==> src/common/tlc_map.vh <==
// register pointers, field positions, reset values and coding constants
// assumes it is included by bare name from the temperature limit logic
`ifndef TLC_MAP_VH
`define TLC_MAP_VH

// register pointer values
`define TLC_PTR_CAPS 4'h0
`define TLC_PTR_CONFIG 4'h1
`define TLC_PTR_HIGH 4'h2
`define TLC_PTR_LOW 4'h3
`define TLC_PTR_CRIT 4'h4
`define TLC_PTR_TEMP 4'h5
`define TLC_PTR_MAKER 4'h6
`define TLC_PTR_PART 4'h7
`define TLC_PTR_RES 4'h8

// reset values
`define TLC_LIMIT_RST 16'h0000
`define TLC_CONFIG_RST 16'h0000
`define TLC_RES_RST 2'h3

// limit word layout: sign at 12, quarter degree at 2
`define TLC_LIMIT_MASK 16'h1ffc
`define TLC_CMP_HI 12
`define TLC_CMP_LO 2

// temperature word status bits
`define TLC_TEMP_CRIT 15
`define TLC_TEMP_HIGH 14
`define TLC_TEMP_LOW 13

// resolution field position in resolution and capability words
`define TLC_RES_LO 3
`define TLC_RES_HI 4

// fixed capability bits around the resolution field
`define TLC_CAPS_UPPER 3'h7
`define TLC_CAPS_LOWER 3'h7

// configuration bit positions
`define TLC_CFG_HYSTERESIS_SELECT_LO 9
`define TLC_CFG_HYSTERESIS_SELECT_HI 10
`define TLC_CFG_SHDN 8
`define TLC_CFG_CLOCK 7
`define TLC_CFG_ELOCK 6
`define TLC_CFG_CLEAR 5
`define TLC_CFG_STS 4
`define TLC_CFG_CTRL 3
`define TLC_CFG_CONLY 2
`define TLC_CFG_POL 1
`define TLC_CFG_MODE 0

// hysteresis in quarter degrees: 0, 1.5, 3, 6 degrees
`define TLC_HYSTERESIS_SELECT_0 12'h000
`define TLC_HYSTERESIS_SELECT_1 12'h006
`define TLC_HYSTERESIS_SELECT_2 12'h00c
`define TLC_HYSTERESIS_SELECT_3 12'h018

// resolution masks on temperature bits 12..0
`define TLC_RMASK_0 13'h1ff8
`define TLC_RMASK_1 13'h1ffc
`define TLC_RMASK_2 13'h1ffe
`define TLC_RMASK_3 13'h1fff

`endif

==> src/logic/tlc_limit_regs.v <==
// temperature limit registers, comparators and alert pin control
// assumes a register port driven by a two-wire slave on i_clk and a
// converter that presents a sample with a strobe from its own clock
//
// Behaviour
// - limits and temperature are two's complement
// - bit 2 weighs a quarter degree
// - finer resolution only in temperature data
// - comparisons use temperature bits 12..2 only
// - codes 10 and 11 show 12/13 bits
// - limit sign bit 12, unused bits, reset zero
// - alert on high limit crossings both ways
// - alert on low limit crossings both ways
// - window lock makes high/low read-only
// - critical alert held until below hysteresis
// - critical lock makes critical limit read-only
// - bit 15 critical flag with hysteresis
// - bit 14 high flag with hysteresis
// - bit 13 low flag with hysteresis
// - data bits finer than resolution read zero
// - read-only maker identifier register
// - part id upper byte, revision lower
// - resolution bits 4:3, reset 0018
// - resolution mirrored into capabilities
// - hysteresis codes give 0/1.5/3/6 degrees
// - alert comparator or latched interrupt mode
// - critical-only mode ignores window limits
`timescale 1ns/100ps
`include "tlc_map.vh"
module tlc_limit_regs #(
   parameter [15:0] MAKER_ID = 16'h1234, // arbitrary value
   parameter [7:0] PART_ID = 8'h5a, // arbitrary value
   parameter [7:0] REV_ID = 8'h01 // arbitrary value
) (
   input wire i_clk,
   input wire i_rst,
   input wire i_ce,
   input wire [3:0] i_reg_ptr,
   input wire i_wr_stb,
   input wire [15:0] i_wr_data,
   output wire [15:0] o_rd_data,
   input wire i_sample_clk,
   input wire [12:0] i_sample_data,
   input wire i_event_in,
   output wire o_event_out,
   output wire o_event_oe,
   output wire o_event_sts
);
   // limit registers hold only bits 12..2
   reg [15:0] high_limit_r;
   reg [15:0] low_limit_r;
   reg [15:0] crit_limit_r;
   reg [1:0] res_sel_r; // resolution_select
   // configuration fields
   reg [1:0] hysteresis_select_sel_r; // hysteresis_select
   reg shdn_r;
   reg crit_lock_r; // critical_limit_lock
   reg win_lock_r;
   reg ev_ctrl_r;
   reg crit_only_r; // critical_only_select
   reg ev_pol_r;
   reg ev_mode_r;
   // measurement and status
   reg [12:0] temp_r;
   reg crit_flag_r;
   reg high_flag_r;
   reg low_flag_r;
   reg int_latch_r;
   reg [15:0] rd_data_r;
   // synchronisers for the converter side
   reg samp_clk_s1_r;
   reg samp_clk_s2_r;
   reg samp_clk_s3_r;
   reg [12:0] samp_d_s1_r;
   reg [12:0] samp_d_s2_r;

   wire lock_any; // either lock bit set
   wire wr_cfg; // configuration write this cycle
   wire new_sample; // rising edge of the sample strobe
   wire [15:0] limit_wr; // write data with unused bits forced low
   wire signed [11:0] temp_cmp; // sample as compared
   wire signed [11:0] hysteresis_select_q; // hysteresis in quarter degrees
   wire crit_nxt;
   wire high_nxt;
   wire low_nxt;
   wire window_evt; // high or low flag changed
   wire crit_evt; // critical flag rose
   wire cmp_assert; // comparator-mode alert level
   wire ev_active; // alert asserted
   wire [15:0] temp_word;
   wire [15:0] cfg_word;

   // limit value as signed 12-bit compare operand
   function signed [11:0] lim_cmp;
      input [15:0] lim;
      begin
         lim_cmp = {lim[`TLC_CMP_HI], lim[`TLC_CMP_HI:`TLC_CMP_LO]};
      end
   endfunction

   // mask of visible temperature bits per resolution code
   function [12:0] res_mask;
      input [1:0] sel;
      begin
         case (sel)
            2'h0: res_mask = `TLC_RMASK_0;
            2'h1: res_mask = `TLC_RMASK_1;
            2'h2: res_mask = `TLC_RMASK_2;
            default: res_mask = `TLC_RMASK_3;
         endcase
      end
   endfunction

   assign lock_any = crit_lock_r | win_lock_r;
   assign wr_cfg = i_wr_stb && (i_reg_ptr == `TLC_PTR_CONFIG);
   assign limit_wr = i_wr_data & `TLC_LIMIT_MASK;
   assign new_sample = samp_clk_s2_r & ~samp_clk_s3_r & ~shdn_r;

   // compare only the quarter-degree part of the sample
   assign temp_cmp = {samp_d_s2_r[`TLC_CMP_HI], samp_d_s2_r[`TLC_CMP_HI:`TLC_CMP_LO]};

   // hysteresis decode
   assign hysteresis_select_q = (hysteresis_select_sel_r == 2'h0) ? `TLC_HYSTERESIS_SELECT_0 :
                   (hysteresis_select_sel_r == 2'h1) ? `TLC_HYSTERESIS_SELECT_1 :
                   (hysteresis_select_sel_r == 2'h2) ? `TLC_HYSTERESIS_SELECT_2 : `TLC_HYSTERESIS_SELECT_3;

   // critical comparator
   tlc_hysteresis_select_cmp u_cmp_crit (
      .i_temp(temp_cmp),
      .i_limit(lim_cmp(crit_limit_r)),
      .i_hysteresis_select(hysteresis_select_q),
      .i_flag(crit_flag_r),
      .i_is_low(1'b0),
      .o_flag_nxt(crit_nxt)
   );

   // high limit comparator
   tlc_hysteresis_select_cmp u_cmp_high (
      .i_temp(temp_cmp),
      .i_limit(lim_cmp(high_limit_r)),
      .i_hysteresis_select(hysteresis_select_q),
      .i_flag(high_flag_r),
      .i_is_low(1'b0),
      .o_flag_nxt(high_nxt)
   );

   // low limit comparator
   tlc_hysteresis_select_cmp u_cmp_low (
      .i_temp(temp_cmp),
      .i_limit(lim_cmp(low_limit_r)),
      .i_hysteresis_select(hysteresis_select_q),
      .i_flag(low_flag_r),
      .i_is_low(1'b1),
      .o_flag_nxt(low_nxt)
   );

   // events for interrupt mode: any window crossing, critical entry
   assign window_evt = ~crit_only_r & ((high_nxt ^ high_flag_r) | (low_nxt ^ low_flag_r));
   assign crit_evt = crit_nxt & ~crit_flag_r;

   // comparator level, critical held through hysteresis
   assign cmp_assert = crit_flag_r | (~crit_only_r & (high_flag_r | low_flag_r));

   // alert asserted when enabled, never during shutdown
   assign ev_active = ev_ctrl_r & ~shdn_r &
                      (ev_mode_r ? (int_latch_r | crit_flag_r) : cmp_assert);

   // open drain: drive low when the pin level should be low
   assign o_event_out = 1'b0;
   assign o_event_oe = ev_pol_r ? ~ev_active : ev_active;
   assign o_event_sts = ev_active;

   // temperature word with flags and resolution masking
   assign temp_word = {crit_flag_r, high_flag_r, low_flag_r, temp_r & res_mask(res_sel_r)};

   // configuration word, clear bit reads zero
   assign cfg_word = {5'h00, hysteresis_select_sel_r, shdn_r, crit_lock_r, win_lock_r, 1'b0,
                      ev_active, ev_ctrl_r, crit_only_r, ev_pol_r, ev_mode_r};

   // pin synchronisers, two stages before use, third for the edge
   always @(posedge i_clk or posedge i_rst) begin
      if (i_rst) begin
         samp_clk_s1_r <= 1'b0;
         samp_clk_s2_r <= 1'b0;
         samp_clk_s3_r <= 1'b0;
         samp_d_s1_r <= 13'h0000;
         samp_d_s2_r <= 13'h0000;
      end else if (i_ce) begin
         samp_clk_s1_r <= i_sample_clk;
         samp_clk_s2_r <= samp_clk_s1_r;
         samp_clk_s3_r <= samp_clk_s2_r;
         samp_d_s1_r <= i_sample_data;
         samp_d_s2_r <= samp_d_s1_r;
      end
   end

   // limit registers with lock protection, resolution register writable under any lock
   always @(posedge i_clk or posedge i_rst) begin
      if (i_rst) begin
         high_limit_r <= `TLC_LIMIT_RST;
         low_limit_r <= `TLC_LIMIT_RST;
         crit_limit_r <= `TLC_LIMIT_RST;
         res_sel_r <= `TLC_RES_RST;
      end else if (i_ce && i_wr_stb) begin
         case (i_reg_ptr)
            `TLC_PTR_HIGH: begin
               if (!win_lock_r) begin
                  high_limit_r <= limit_wr;
               end
            end
            `TLC_PTR_LOW: begin
               if (!win_lock_r) begin
                  low_limit_r <= limit_wr;
               end
            end
            `TLC_PTR_CRIT: begin
               if (!crit_lock_r) begin
                  crit_limit_r <= limit_wr;
               end
            end
            `TLC_PTR_RES: begin
               res_sel_r <= i_wr_data[`TLC_RES_HI:`TLC_RES_LO];
            end
            default: begin
               res_sel_r <= res_sel_r; // other pointers store nothing here
            end
         endcase
      end
   end

   // configuration register, lock bits sticky until reset
   always @(posedge i_clk or posedge i_rst) begin
      if (i_rst) begin
         hysteresis_select_sel_r <= 2'h0;
         shdn_r <= 1'b0;
         crit_lock_r <= 1'b0;
         win_lock_r <= 1'b0;
         ev_ctrl_r <= 1'b0;
         crit_only_r <= 1'b0;
         ev_pol_r <= 1'b0;
         ev_mode_r <= 1'b0;
      end else if (i_ce && wr_cfg) begin
         crit_lock_r <= crit_lock_r | i_wr_data[`TLC_CFG_CLOCK];
         win_lock_r <= win_lock_r | i_wr_data[`TLC_CFG_ELOCK];
         // shutdown may always be cleared, set only when unlocked
         if (!lock_any || !i_wr_data[`TLC_CFG_SHDN]) begin
            shdn_r <= i_wr_data[`TLC_CFG_SHDN];
         end
         // fields frozen by either lock
         if (!lock_any) begin
            hysteresis_select_sel_r <= i_wr_data[`TLC_CFG_HYSTERESIS_SELECT_HI:`TLC_CFG_HYSTERESIS_SELECT_LO];
            ev_ctrl_r <= i_wr_data[`TLC_CFG_CTRL];
            ev_pol_r <= i_wr_data[`TLC_CFG_POL];
            ev_mode_r <= i_wr_data[`TLC_CFG_MODE];
         end
         // critical-only frozen by the window lock
         if (!win_lock_r) begin
            crit_only_r <= i_wr_data[`TLC_CFG_CONLY];
         end
      end
   end

   // sample capture and flag update on each new sample
   always @(posedge i_clk or posedge i_rst) begin
      if (i_rst) begin
         temp_r <= 13'h0000;
         crit_flag_r <= 1'b0;
         high_flag_r <= 1'b0;
         low_flag_r <= 1'b0;
      end else if (i_ce && new_sample) begin
         temp_r <= samp_d_s2_r;
         crit_flag_r <= crit_nxt;
         high_flag_r <= high_nxt;
         low_flag_r <= low_nxt;
      end
   end

   // interrupt latch: event set wins over a clear in the same cycle
   always @(posedge i_clk or posedge i_rst) begin
      if (i_rst) begin
         int_latch_r <= 1'b0;
      end else if (i_ce) begin
         if (new_sample && ev_mode_r && (window_evt || crit_evt)) begin
            int_latch_r <= 1'b1;
         end else if (wr_cfg && i_wr_data[`TLC_CFG_CLEAR]) begin
            int_latch_r <= 1'b0;
         end
      end
   end

   // read data register for the currently addressed pointer
   always @(posedge i_clk or posedge i_rst) begin
      if (i_rst) begin
         rd_data_r <= 16'h0000;
      end else if (i_ce) begin
         case (i_reg_ptr)
            `TLC_PTR_CAPS: rd_data_r <= {8'h00, `TLC_CAPS_UPPER, res_sel_r, `TLC_CAPS_LOWER};
            `TLC_PTR_CONFIG: rd_data_r <= cfg_word;
            `TLC_PTR_HIGH: rd_data_r <= high_limit_r;
            `TLC_PTR_LOW: rd_data_r <= low_limit_r;
            `TLC_PTR_CRIT: rd_data_r <= crit_limit_r;
            `TLC_PTR_TEMP: rd_data_r <= temp_word;
            `TLC_PTR_MAKER: rd_data_r <= MAKER_ID;
            `TLC_PTR_PART: rd_data_r <= {PART_ID, REV_ID};
            `TLC_PTR_RES: rd_data_r <= {11'h000, res_sel_r, 3'h0};
            default: rd_data_r <= 16'h0000; // unmapped pointers read zero
         endcase
      end
   end

   assign o_rd_data = rd_data_r;
endmodule

==> src/logic/tlc_hysteresis_select_cmp.v <==
// one limit comparator with hysteresis, giving the next flag value
// assumes signed 12-bit inputs in quarter degrees, sign-extended
`timescale 1ns/100ps
module tlc_hysteresis_select_cmp (
   input wire signed [11:0] i_temp,
   input wire signed [11:0] i_limit,
   input wire signed [11:0] i_hysteresis_select,
   input wire i_flag,
   input wire i_is_low,
   output wire o_flag_nxt
);
   wire signed [11:0] lim_minus_hysteresis_select; // lowered threshold
   wire above_set; // upper limit crossed upward
   wire above_clr; // upper limit released on the way down
   wire below_set; // lower limit crossed downward
   wire below_clr; // lower limit met again
   assign lim_minus_hysteresis_select = i_limit - i_hysteresis_select;
   assign above_set = i_temp > i_limit;
   assign above_clr = i_temp <= lim_minus_hysteresis_select;
   assign below_set = i_temp < lim_minus_hysteresis_select;
   assign below_clr = i_temp >= i_limit;
   // set has priority, otherwise clear, otherwise hold
   assign o_flag_nxt = i_is_low ? (below_set | (i_flag & ~below_clr)) :
                                  (above_set | (i_flag & ~above_clr));
endmodule

==> config.mk <==
export PLATFORM = sky130hd
export DESIGN_NAME = tlc_limit_regs
export DESIGN_NICKNAME = d
export VERILOG_FILES = /design/src/logic/tlc_limit_regs.v /design/src/logic/tlc_hysteresis_select_cmp.v
export VERILOG_INCLUDE_DIRS = /design/src /design/src/common
export SDC_FILE = /design/constraint.sdc
export NUM_CORES = 1
export LEC_CHECK = 0
export BUFFER_PORTS_ARGS = -buffer_cell sky130_fd_sc_hd__clkbuf_2
export CORE_MARGIN = 1.5
export CORE_UTILIZATION = 30
export CTS_CLUSTER_SIZE = 24
export DETAILED_ROUTE_END_ITERATION = 8
export PLACE_DENSITY_LB_ADDON = 0.2
export SLEW_MARGIN = 30
export SYNTH_ARGS = -nofsm -noshare
export SYNTH_HDL_FRONTEND = slang
export SYNTH_SLANG_ARGS = --single-unit
==> constraint.sdc <==
create_clock -name i_clk -period 8.6 [get_ports i_clk]
set_clock_uncertainty 0.05 [all_clocks]
set_input_delay 0.43 -clock i_clk [delete_from_list [all_inputs] [get_ports i_clk]]
set_output_delay 0.43 -clock i_clk [all_outputs]
set_load 0.01 [all_outputs]
After elaboration in Yosys (flattened, before gate mapping)
Index checks and enable logic that the tools add are counted.
{"block": "totals", "ff_bits": 106, "elab_cells": 110}
{"block": "classes", "bitwise_logic": 34, "eq_ne": 12, "n_reduce_logical": 23, "mux": 9, "add_sub_neg": 3, "order_cmp": 6}
{"op": "case mux 16 bit (9 select lines)", "count": 1}
{"op": "subtractor 11 x 6 -> 12 bit", "count": 3}
{"op": "less-or-equal comparator 11 x 12 -> 1 bit", "count": 2}
{"op": "greater-than comparator 11 bit", "count": 2}
{"op": "== test 4 x 3 -> 1 bit, second input constant", "count": 4}
{"op": "2-to-1 mux 5 bit", "count": 3}
{"op": "bitwise AND 13 bit", "count": 1}
{"op": "< comparator 11 x 12 -> 1 bit", "count": 1}
{"op": "greater-or-equal comparator 11 bit", "count": 1}
{"op": "NOT 1 bit", "count": 11}
{"op": "bitwise AND 1 bit", "count": 10}
{"op": "bitwise OR 1 bit", "count": 10}
{"op": "AND reduction 2 bit", "count": 5}
{"op": "case mux 3 bit (3 select lines)", "count": 1}
{"op": "AND reduction 3 bit", "count": 3}
{"op": "== test 4 x 2 -> 1 bit, second input constant", "count": 2}
{"op": "logical AND 1 bit", "count": 7}
{"op": "== test 2 x 1 -> 1 bit, second input constant", "count": 2}
{"op": "== test 2 bit, second input constant", "count": 2}
{"op": "== test 4 x 1 -> 1 bit, second input constant", "count": 1}
{"op": "== test 4 bit, second input constant", "count": 1}
{"op": "logical NOT 2 bit", "count": 2}
{"op": "logical NOT 4 bit", "count": 1}
{"op": "2-to-1 mux 1 bit", "count": 4}
{"op": "4 further kinds", "count": 7}

Logic depth before layout (Yosys ltp)
Gate-level depths: netlist of the first run.
{"block": "logic_depth", "depth_word": 16, "mapped_depth": 18, "ltp_nobuf": 18}

Hierarchy
Synthesis of the first run repeated with hierarchy kept, for this count alone.
{"block": "unflattened", "hier_cells": 855, "area_unflattened_um2": 8461.9}
{"mod": "tlc_limit_regs", "cells_per_inst": 355, "area_each_um2": 4774.6, "seq_area_each_um2": 2655.0, "instances": 1}
{"mod": "tlc_hysteresis_select_cmp (u_cmp_high ...)", "cells_per_inst": 166, "area_each_um2": 1224.9, "seq_area_each_um2": 0.0, "instances": 2}
{"mod": "tlc_hysteresis_select_cmp (u_cmp_crit)", "cells_per_inst": 168, "area_each_um2": 1237.4, "seq_area_each_um2": 0.0, "instances": 1}

Worst setup path after synthesis of the first run
OpenSTA, ideal clock, no wires.
{"block": "synth_timing", "path_kind": "register -> register", "start": "register hysteresis_select_sel_r[0]", "end": "register int_latch_r", "setup_ps": 77, "required_time_ps": 8473, "stages_incl_launch_ff": 17, "t_arrival_ps": 3608, "setup_slack_ps": 4865, "n_path_buf": 0, "path_cell_list": "dfrtp_1 ha_1 or2_2 ha_1 nor2b_1 o21ai_1 nand2b_1 or3_1 or3_1 xnor2_1 ha_1 a21o_1 a2111oi_0 a31oi_1 nor2_1 mux2i_1 a21oi_1"}
{"block": "synth_via", "elab_chain_cells": 16, "elab_cells_between_ends": 29, "classes_between": "add/sub: 3; order compare: 3; eq/ne: 2; mux: 4; bitwise: 12; reduce/logical: 5"}
{"element": "start, declared", "line_no": "tlc_limit_regs.v:55", "source": "reg [1:0] hysteresis_select_sel_r;"}
{"element": "start signal, assigned", "line_no": "tlc_limit_regs.v:251", "source": "hysteresis_select_sel_r <= i_wr_data[`TLC_CFG_HYSTERESIS_SELECT_HI:`TLC_CFG_HYSTERESIS_SELECT_LO];"}
{"element": "== test 2 bit", "line_no": "tlc_limit_regs.v:125", "source": "(hysteresis_select_sel_r == 2'h2) ? `TLC_HYSTERESIS_SELECT_2 : `TLC_HYSTERESIS_SELECT_3;"}
{"element": "2-to-1 mux 5 bit (no line) (2 in a row)"}
{"element": "2-to-1 mux 5 bit (no line) *"}
{"element": "subtractor 11 x 6 -> 12 bit", "line_no": "tlc_hysteresis_select_cmp.v:17", "source": "assign lim_minus_hysteresis_select = i_limit - i_hysteresis_select;"}
{"element": "less-or-equal comparator 11 x 12 -> 1 bit", "line_no": "tlc_hysteresis_select_cmp.v:19", "source": "assign above_clr = i_temp <= lim_minus_hysteresis_select;"}
{"element": "NOT 1 bit", "line_no": "tlc_hysteresis_select_cmp.v:24", "source": "(above_set | (i_flag & ~above_clr));"}
{"element": "bitwise AND 1 bit", "line_no": "tlc_hysteresis_select_cmp.v:24"}
{"element": "bitwise OR 1 bit", "line_no": "tlc_hysteresis_select_cmp.v:24"}
{"element": "bitwise XOR 1 bit", "line_no": "tlc_limit_regs.v:158", "source": "assign window_evt = ~crit_only_r & ((high_nxt ^ high_flag_r) | (low_nxt ^ low_flag_r));"}
{"element": "bitwise OR 1 bit", "line_no": "tlc_limit_regs.v:158"}
{"element": "bitwise AND 1 bit", "line_no": "tlc_limit_regs.v:158"}
{"element": "logical OR 1 bit *", "line_no": "tlc_limit_regs.v:283", "source": "if (new_sample && ev_mode_r && (window_evt || crit_evt)) begin"}
{"element": "logical AND 1 bit *", "line_no": "tlc_limit_regs.v:283"}
{"element": "nonzero test 2 bit (no line)"}
{"element": "AND reduction 2 bit (no line)"}
{"element": "end signal, assigned", "line_no": "tlc_limit_regs.v:281", "source": "int_latch_r <= 1'b0;"}
{"element": "end signal, assigned", "line_no": "tlc_limit_regs.v:284", "source": "int_latch_r <= 1'b1;"}
{"element": "end signal, assigned", "line_no": "tlc_limit_regs.v:286", "source": "int_latch_r <= 1'b0;"}
{"element": "end, declared", "line_no": "tlc_limit_regs.v:68", "source": "reg int_latch_r;"}
Mark *: on every way between the ends. The rest lies on a longest branch, timed or not.
A chain may end at the register's enable or synchronous reset.

Final worst setup path of the first run
{"block": "layout_timing", "start": "register hysteresis_select_sel_r[1]", "end": "register int_latch_r"}
The elaborated chain is that of the path after synthesis.

==> results of run 1 <==
[cell usage after synthesis, types with 11 or more instances]
master,number,area (um^2)
nor2_1,18,67.56
nand4_1,14,87.58
dfrtp_1,104,2603
clkbuf_1,13,48.80
a21oi_1,34,170.2
nand2_1,101,379.1
o21ai_1,36,180.2
nor3_1,13,65.06
mux2_2,35,394.1
nor2b_1,11,68.82
ha_1,81,1013
inv_1,63,236.5
a21o_1,15,112.6
o21ai_0,25,125.1
xnor2_1,21,183.9
[worst reg2reg max path: stages (launching register included)]
cell and delay [ns]:
dfrtp_1 0.38, inv_1 0.09, ha_1 0.27, or2_2 0.37
ha_1 0.33, nor2b_1 0.14, o21ai_1 0.12, nand2b_1 0.10
or3_1 0.36, or3_1 0.36, o21a_1 0.19, ha_1 0.31
nand4_1 0.15, a211o_1 0.30, a31oi_1 0.55, nor2_1 0.12
mux2i_1 0.16, a21oi_1 0.08
[layout make-up]
cell class	instances	area (um^2)	share of cell area, %
Tap cell	285	356.6	4.613
Sequential cell	106	2655	34.35
Clock buffer	12	246.5	3.189
Inverter	68	257.7	3.334
Timing Repair Buffer	59	316.6	4.095
Clock inverter	4	28.78	0.3723
Multi-Input combinational cell	522	3869	50.05
[per-layer routing]
metal	up-vias	global-route usage [%]
li1	2678	-
met3	23	2.298
met4	0	5.086
met5	-	0
met1	2707	24.75
met2	98	29.67
[state kept, by name, summed over array words and instances (netlist names), 2 cells and up]
signal                   flops
o_rd_data                   16
samp_d_s1_r                 13
samp_d_s2_r                 13
temp_r                      13
crit_limit_r                11
high_limit_r                11
low_limit_r                 11
hysteresis_select_sel_r      2
res_sel_r                    2
[cell families (layout without fill, tap and decap cells)]
kind of cell / after synthesis / in the layout / share of synthesized area [%]
simple gates: 201 / 201 / 14.48
compound gates: 176 / 176 / 16.82
flops: 106 / 106 / 38.71
buf+inv: 92 / 143 / 5.254
fa+ha+maj: 84 / 84 / 15.65
mux: 38 / 38 / 6.220
xor+xnor: 22 / 22 / 2.809
other cells: 1 / 1 / 0.05467
[metrics by stage]
step,hold slack (ns),power (mW)
2_1_floorplan,0.3848,1.332
3_3_place_gp,0.4064,1.594
3_5_place_dp,0.4106,1.602
4_1_cts,0.08110,2.007
5_1_grt,0.1009,2.155
6_report,0.06172,1.990
[worst paths after layout]
path | startpoint | to | slack (ns) | cells past startpoint
worst min register to register | samp_d_s2_r[1] | temp_r[1] | 0.42 | 2
worst max-delay path | hysteresis_select_sel_r[1] | int_latch_r | 4.05 | 17
max in group asynchronous | i_rst | high_limit_r[9] | 7.42 | 3
worst max register to register | hysteresis_select_sel_r[1] | int_latch_r | 4.05 | 17
min in group i_clk | i_wr_data[1] | ev_pol_r | 0.25 | 2
worst min-delay path | i_rst | samp_clk_s1_r | 0.06 | 2
[power breakdown]
group	total (mW)	internal, mW	switching (mW)
Sequential	0.732	0.601	0.131
Combinational	0.859	0.382	0.477
Clock	0.399	0.205	0.194
Total	1.99	1.19	0.801
==> metrics.md, run 1 <==
| Metric | Value |
|---|---|
| Hold crit path type | primary input to asynchronous set/reset pin |
| H-tree depth | 3 |
| # DRC | 0 |
| Slew headroom | 36.49% |
| Core area | 22,500 um^2 |
| Mapped cell area | approximately 6900 um^2 |
| Crit-path slowest cell | a31oi_1 |
| Asr flop ratio synth | between 90% and 100% |
| Rows | 55 |
| Met3 Wirelength | 546 um |
| Ant diodes | 0 |
| Vias in the first global route | 5,497 |
| PortBufs | 52 |
| Unrepaired setup endpoints after global routing | false |
| Fillers | 2,329 |
| Post-CTS Setup Bufs | 0 |
| Distinct cells, synth | 65 |
| DP Cell Count | 1,040 |
| Final nets | between 800 and 900 |
| Cells along the critical path | inv_1 > ha_1 > or2_2 > ha_1 > nor2b_1 > o21ai_1 > nand2b_1 > or3_1 > or3_1 > o21a_1 > ha_1 > nand4_1 > a211o_1 > a31oi_1 > nor2_1 > mux2i_1 > a21oi_1 |
| Clock buffer depth | 2 |
| DP HPWL | roughly 16,000 um |
| Largest stage delay, worst path | 0.55 ns |
| Initial Util | between 30% and 40% |
| Ys Warns | 0 |
| Kind of critical path | register to register |
| Post-Syn Instances | between 700 and 800 |
| Placed Instance Area | about 7500 um^2 |
| # hold bufs at CTS | 0 |
| Leading cell types in the layout, fill and taps excluded | dfrtp_1, nand2_1, ha_1 |
| Post-synth EDFFs | 0 |
| Die area | 23,780 um^2 |
| Avg Vias per Cell | roughly 5.2 |
| DR vias | ~5,500 |
| Finish-stage setup viols | 0 |
| Crit path max fanout | 4 |
| FF+latch count, synth | 106 |
| First-pass GRT wire length | roughly 32,000 um |
| Met1 WL | approximately 9900 um |
| Antenna violations before repair | 0 |
| Worst Setup End Kind | register |
| Post-layout min period | roughly 4.5 ns |
| Largest net degree at the start of global routing | 66 |
| Fin. max-slew vios | 0 |
| Drt initial violations | 266 |
| Top Metal Used | met4 |
| DR WL met2 | 9620 um |
| First-pass detailed-route iteration total | 5 |
| Avg Cell Area, Syn | roughly 9.5 um^2 |
| Syn nets | between 800 and 900 |
| Top_reg_cell synth | dfrtp_1 |
| Ports | between 50 and 60 |
| Status | completed |
| Worst Path Arrival | approximately 4.7 ns |
| F_max | between 200 and 250 MHz |
| Cell mode on critical path | ha_1 |
| Bufs and invs on worst path | 1 |
| Gr ovfl total | 0 |
| Family with the most delay on the worst path | simple AND/OR/NAND/NOR gates |
| Max VDD drop | roughly 0.00011 V |
| Setup TNS | 0 ns |
| Chip width | about 150 um |
| Power Density | 257.4 nW/um^2 |
| CTS buffer count | 9 |
| Register area share after synthesis | 38.71% |
| Layout area overhead | 12.70% |
| Commonest non-fill, non-tap cell in the layout | dfrtp_1 |
| Overall routed net length | 20,480 um |
| Worst-path clk slew | roughly 0.070 ns |
| Worst-margin pin slew | between 0.9 and 1 ns |
| Critical Path RT | 8.78 ns |
| Non-filler cells in the finished layout | about 1,100 |
| Util after Layout | about a third |
| Leak Pwr | between 3 and 4 nW |
| Placer Congestion | 0.8613 |
| Clock root buffer | clkbuf_16 |
| Final hold vios | 0 |
| Setup WS pre-CTS | between 4 and 5 ns |
| Die Ht | between 150 and 200 um |
| Crit start category | register |
| Ratio of cells with drive above 1 in the final layout | between 10% and 20% |
| Wirelength per Cell | 19.40 um |
| PnR worst setup slack | approximately 4.1 ns |
| Fin crit share | approximately 53% |
| Max_cap viols | 0 |
| Post-CTS Resized | 0 |
| CTS tree | yes |
| Global Route Usage Sum | 17.98% |
| Design Area, Final | a little under 8000 um^2 |
| Clock sinks | 106 |
| Antenna viol nets, final | 0 |
| Worst skew pair latency | roughly 0.35 ns |
Note: power is estimated with default switching activity, not from simulation.
==> run 2: changes to the inputs <==
--- a/config.mk
+++ b/config.mk
@@ -6,6 +6,7 @@
 export SDC_FILE = /design/constraint.sdc
 export NUM_CORES = 1
 export LEC_CHECK = 0
+export ABC_AREA = 1
 export BUFFER_PORTS_ARGS = -buffer_cell sky130_fd_sc_hd__clkbuf_2
 export CORE_MARGIN = 1.5
 export CORE_UTILIZATION = 30
==> constraint.sdc (replaced) <==
create_clock -name i_clk -period 3.9 [get_ports i_clk]
set_clock_uncertainty 0.05 [all_clocks]
set_input_delay 0.195 -clock i_clk [delete_from_list [all_inputs] [get_ports i_clk]]
set_output_delay 0.195 -clock i_clk [all_outputs]
set_load 0.01 [all_outputs]
==> metrics.md, run 2 <==
| Metric | Value |
|---|---|
| Status | completed |
| Fin crit share | 94.64% |
| Avg Vias per Cell | 4.586 |
| Distinct cells, synth | 49 |
| Non-filler cells in the finished layout | ~1,300 |
| Cell mode on critical path | nand2_1 |
| Comb power frac | approximately a third |
| Ports | between 50 and 60 |
| Power Density | between 400 and 500 nW/um^2 |
| Rows | 56 |
| Placer Congestion | 0.8676 |
| Top cells by area, synth | dfrtp_1, ha_1, nand2_1 |
| Largest stage delay, worst path | between 0.4 and 0.5 ns |
| DP Cell Count | around 1,300 |
| Syn nets | just over 1,000 |
| Register area share after synthesis | 37.51% |
| Initial Util | between 30% and 40% |
| Min Hold Slack | 0.004451 ns |
| First-pass detailed-route iteration total | 5 |
| Ant diodes | 0 |
| Util after Layout | between 30% and 40% |
| Worst Setup End Kind | register |
| Chip width | 156.6 um |
| Slew headroom | 42.78% |
| Crit start category | register |
| Post-Syn Instances | 898 |
| PortBufs | 52 |
| Ratio of cells with drive above 1 in the final layout | between 10% and 20% |
| Kind of critical path | register to register |
| Layout area overhead | 17.27% |
| Clock sinks | approximately 110 |
| Fillers | 2,482 |
| Global Route Usage Sum | between 10% and 20% |
| Mapped cell area | a little over 7000 um^2 |
| Multi-input gate area | about 3900 um^2 |
| CTS tree | yes |
| Antenna viol nets, final | 0 |
| Reg area | roughly 2700 um^2 |
| Antenna violations before repair | 0 |
| Post-Synth Simple-Gate Area | 22.33% |
| Gr ovfl total | 0 |
| Register-to-register setup slack | approximately 0.21 ns |
| Max reg flops | 16 |
| Yosys top cell area share | 36.77% |
| Final hold vios | 0 |
| Commonest non-fill, non-tap cell in the layout | nand2_1 |
| Sequential share of power | around 41% |
| DP HPWL | between 15,000 and 20,000 um |
| Worst-path clk slew | ~0.080 ns |
| Overall routed net length | 20,510 um |
| First-pass GRT wire length | 32,900 um |
| Psw | 1.306 mW |
| Tot Pwr | about 3.5 mW |
| Clock root buffer | clkbuf_16 |
| Unrepaired setup endpoints after global routing | true |
| Die area | 24,520 um^2 |
| Sw frac | 37.47% |
| Largest net degree at the start of global routing | 58 |
| Worst Path Arrival | approximately 3.9 ns |
| Hold crit path type | primary input to register |
| Drt initial violations | about 350 |
| Post-synth EDFFs | 0 |
| Synth Area in Adders | between 10% and 20% |
| Asr flop ratio synth | 100.0% |
| Leading cell types in the layout, fill and taps excluded | nand2_1, inv_1, dfrtp_1 |
| Critical Path RT | approximately 4.1 ns |
| Clock share of power | about a quarter |
| F_max | between 200 and 300 MHz |
| Ys Warns | 0 |
| Fin. max-slew vios | 0 |
| Post-layout min period | roughly 3.7 ns |
| Crit path max fanout | 4 |
| Max_cap viols | 0 |
| Core area | ~23,000 um^2 |
| Top cells by count, synth | nand2_1, inv_1, dfrtp_1 |
| Wirelength per Cell | roughly 16 um |
| Die Ht | around 160 um |
| Finish-stage setup viols | 0 |
| Max VDD drop | around 0.00023 V |
| Int Power | roughly 2.2 mW |
| Worst-margin pin slew | 0.8573 ns |
| Clock buffer depth | 2 |
| FF+latch count, synth | around 110 |
| Largest family of logic cells by synthesized area | simple AND/OR/NAND/NOR gates |
| Top_reg_cell synth | dfrtp_1 |
| CTS buffer count | 9 |
| Leak Pwr | just over 4 nW |
| Final nets | 1,097 |
| DR vias | a little under 6,000 |
| Worst skew pair latency | roughly 0.36 ns |
| Vias in the first global route | approximately 6,000 |
| Crit-path slowest cell | dfrtp_2 |
| Count leader, synth | nand2_1 |
| Avg Cell Area, Syn | 7.882 um^2 |
| Synth Area in XOR/XNOR | 3.094% |
| Compound-Gate Fraction of Synth Area | 13.51% |
| Mux cell area share after synthesis | 0% |
| Cell taking the most area after synthesis | dfrtp_1 |
| # DRC | 0 |
| H-tree depth | 3 |
[run 2: changes by cell type after synthesis, sizes merged, moves of 8 or more]
cell    delta
nor2b     -11
mux2      -37
a221oi     -8
nand2    +166
o21ai     +34
nor2      +25
nand3     +17
a21o      -13
xnor2     -18
xor2      +21
inv       +61
[run 2: final timing paths]
path / endpoint / start / cells past startpoint
worst min register to register: samp_d_s1_r[6] / samp_d_s1_r[6] / 2
max in group asynchronous: samp_clk_s2_r / i_rst / 4
worst max register to register: int_latch_r / hysteresis_select_sel_r[0] / 27
worst max-delay path: int_latch_r / hysteresis_select_sel_r[0] / 27
worst min-delay path: samp_d_s1_r[7] / i_sample_data[7] / 3
min in group asynchronous: crit_limit_r[9] / i_rst / 3
[run 2: final cells by class]
cell class              count  share of cell area, %
repair buffers             87                  6.663
clock inverters             6                 0.7386
well taps                 319                  4.809
clock buffers              10                  2.759
multi-input cells         641                  47.17
inverters                 129                  5.864
flip-flops and latches    106                  32.00
[run 2: per-layer routing]
layer / up-vias / track usage (%) / share of wire [%]
met4: 0 / 5.488 / 2.3
met2: 98 / 29.78 / 47
li1: 3072 / - / -
met3: 23 / 1.994 / 2.7
met5: - / 0 / 0
met1: 2759 / 24.06 / 48
[run 2: worst max-delay path, delay by kind of cell, from the launching register on]
kind	cells	cell delay [ns]
AOI/OAI and AO/OA	3	0.51
xor gates and xnor gates	1	0.15
and+or+nand+nor	18	1.56
adders and majority gates	3	0.74
DFF	1	0.43
buffers and inverters	2	0.13
[run 2: cell families (layout without fill, tap and decap cells)]
group           after synthesis  after routing
simple gates                364            364
fa+ha+maj                    84             84
compound gates              167            167
xor+xnor                     25             25
buf+inv                     151            232
other cells                   1              1
flops                       106            106
[run 2: repair_timing]
item                                    in CTS  in global routing
hold buffers                                12                  0
buffers inserted                             0                  3
hold endpoints to repair                    64                  0
gates resized for setup                      0                 21
endpoints found under the setup margin       0                  3
[run 2: metrics by stage]
step                      worst slack, ns  area [um^2]  setup TNS (ns)
after global placement            0.04859         7776               0
after global routing              -0.1075         8300         -0.1308
after CTS                         0.01416         8194               0
after floorplan                    0.3871         7078               0
final                              0.2092         8300               0
after detailed placement          0.02325         7784               0
[run 2: power by group through the flow]
stage	clock network [mW]	registers (mW)	logic [mW]
finish	0.911	1.44	1.14
global route	0.981	1.46	1.33
CTS	0.942	1.44	1.11
detailed placement	0	1.46	1.10
global placement	0	1.46	1.08
floorplan	0	1.39	0.801
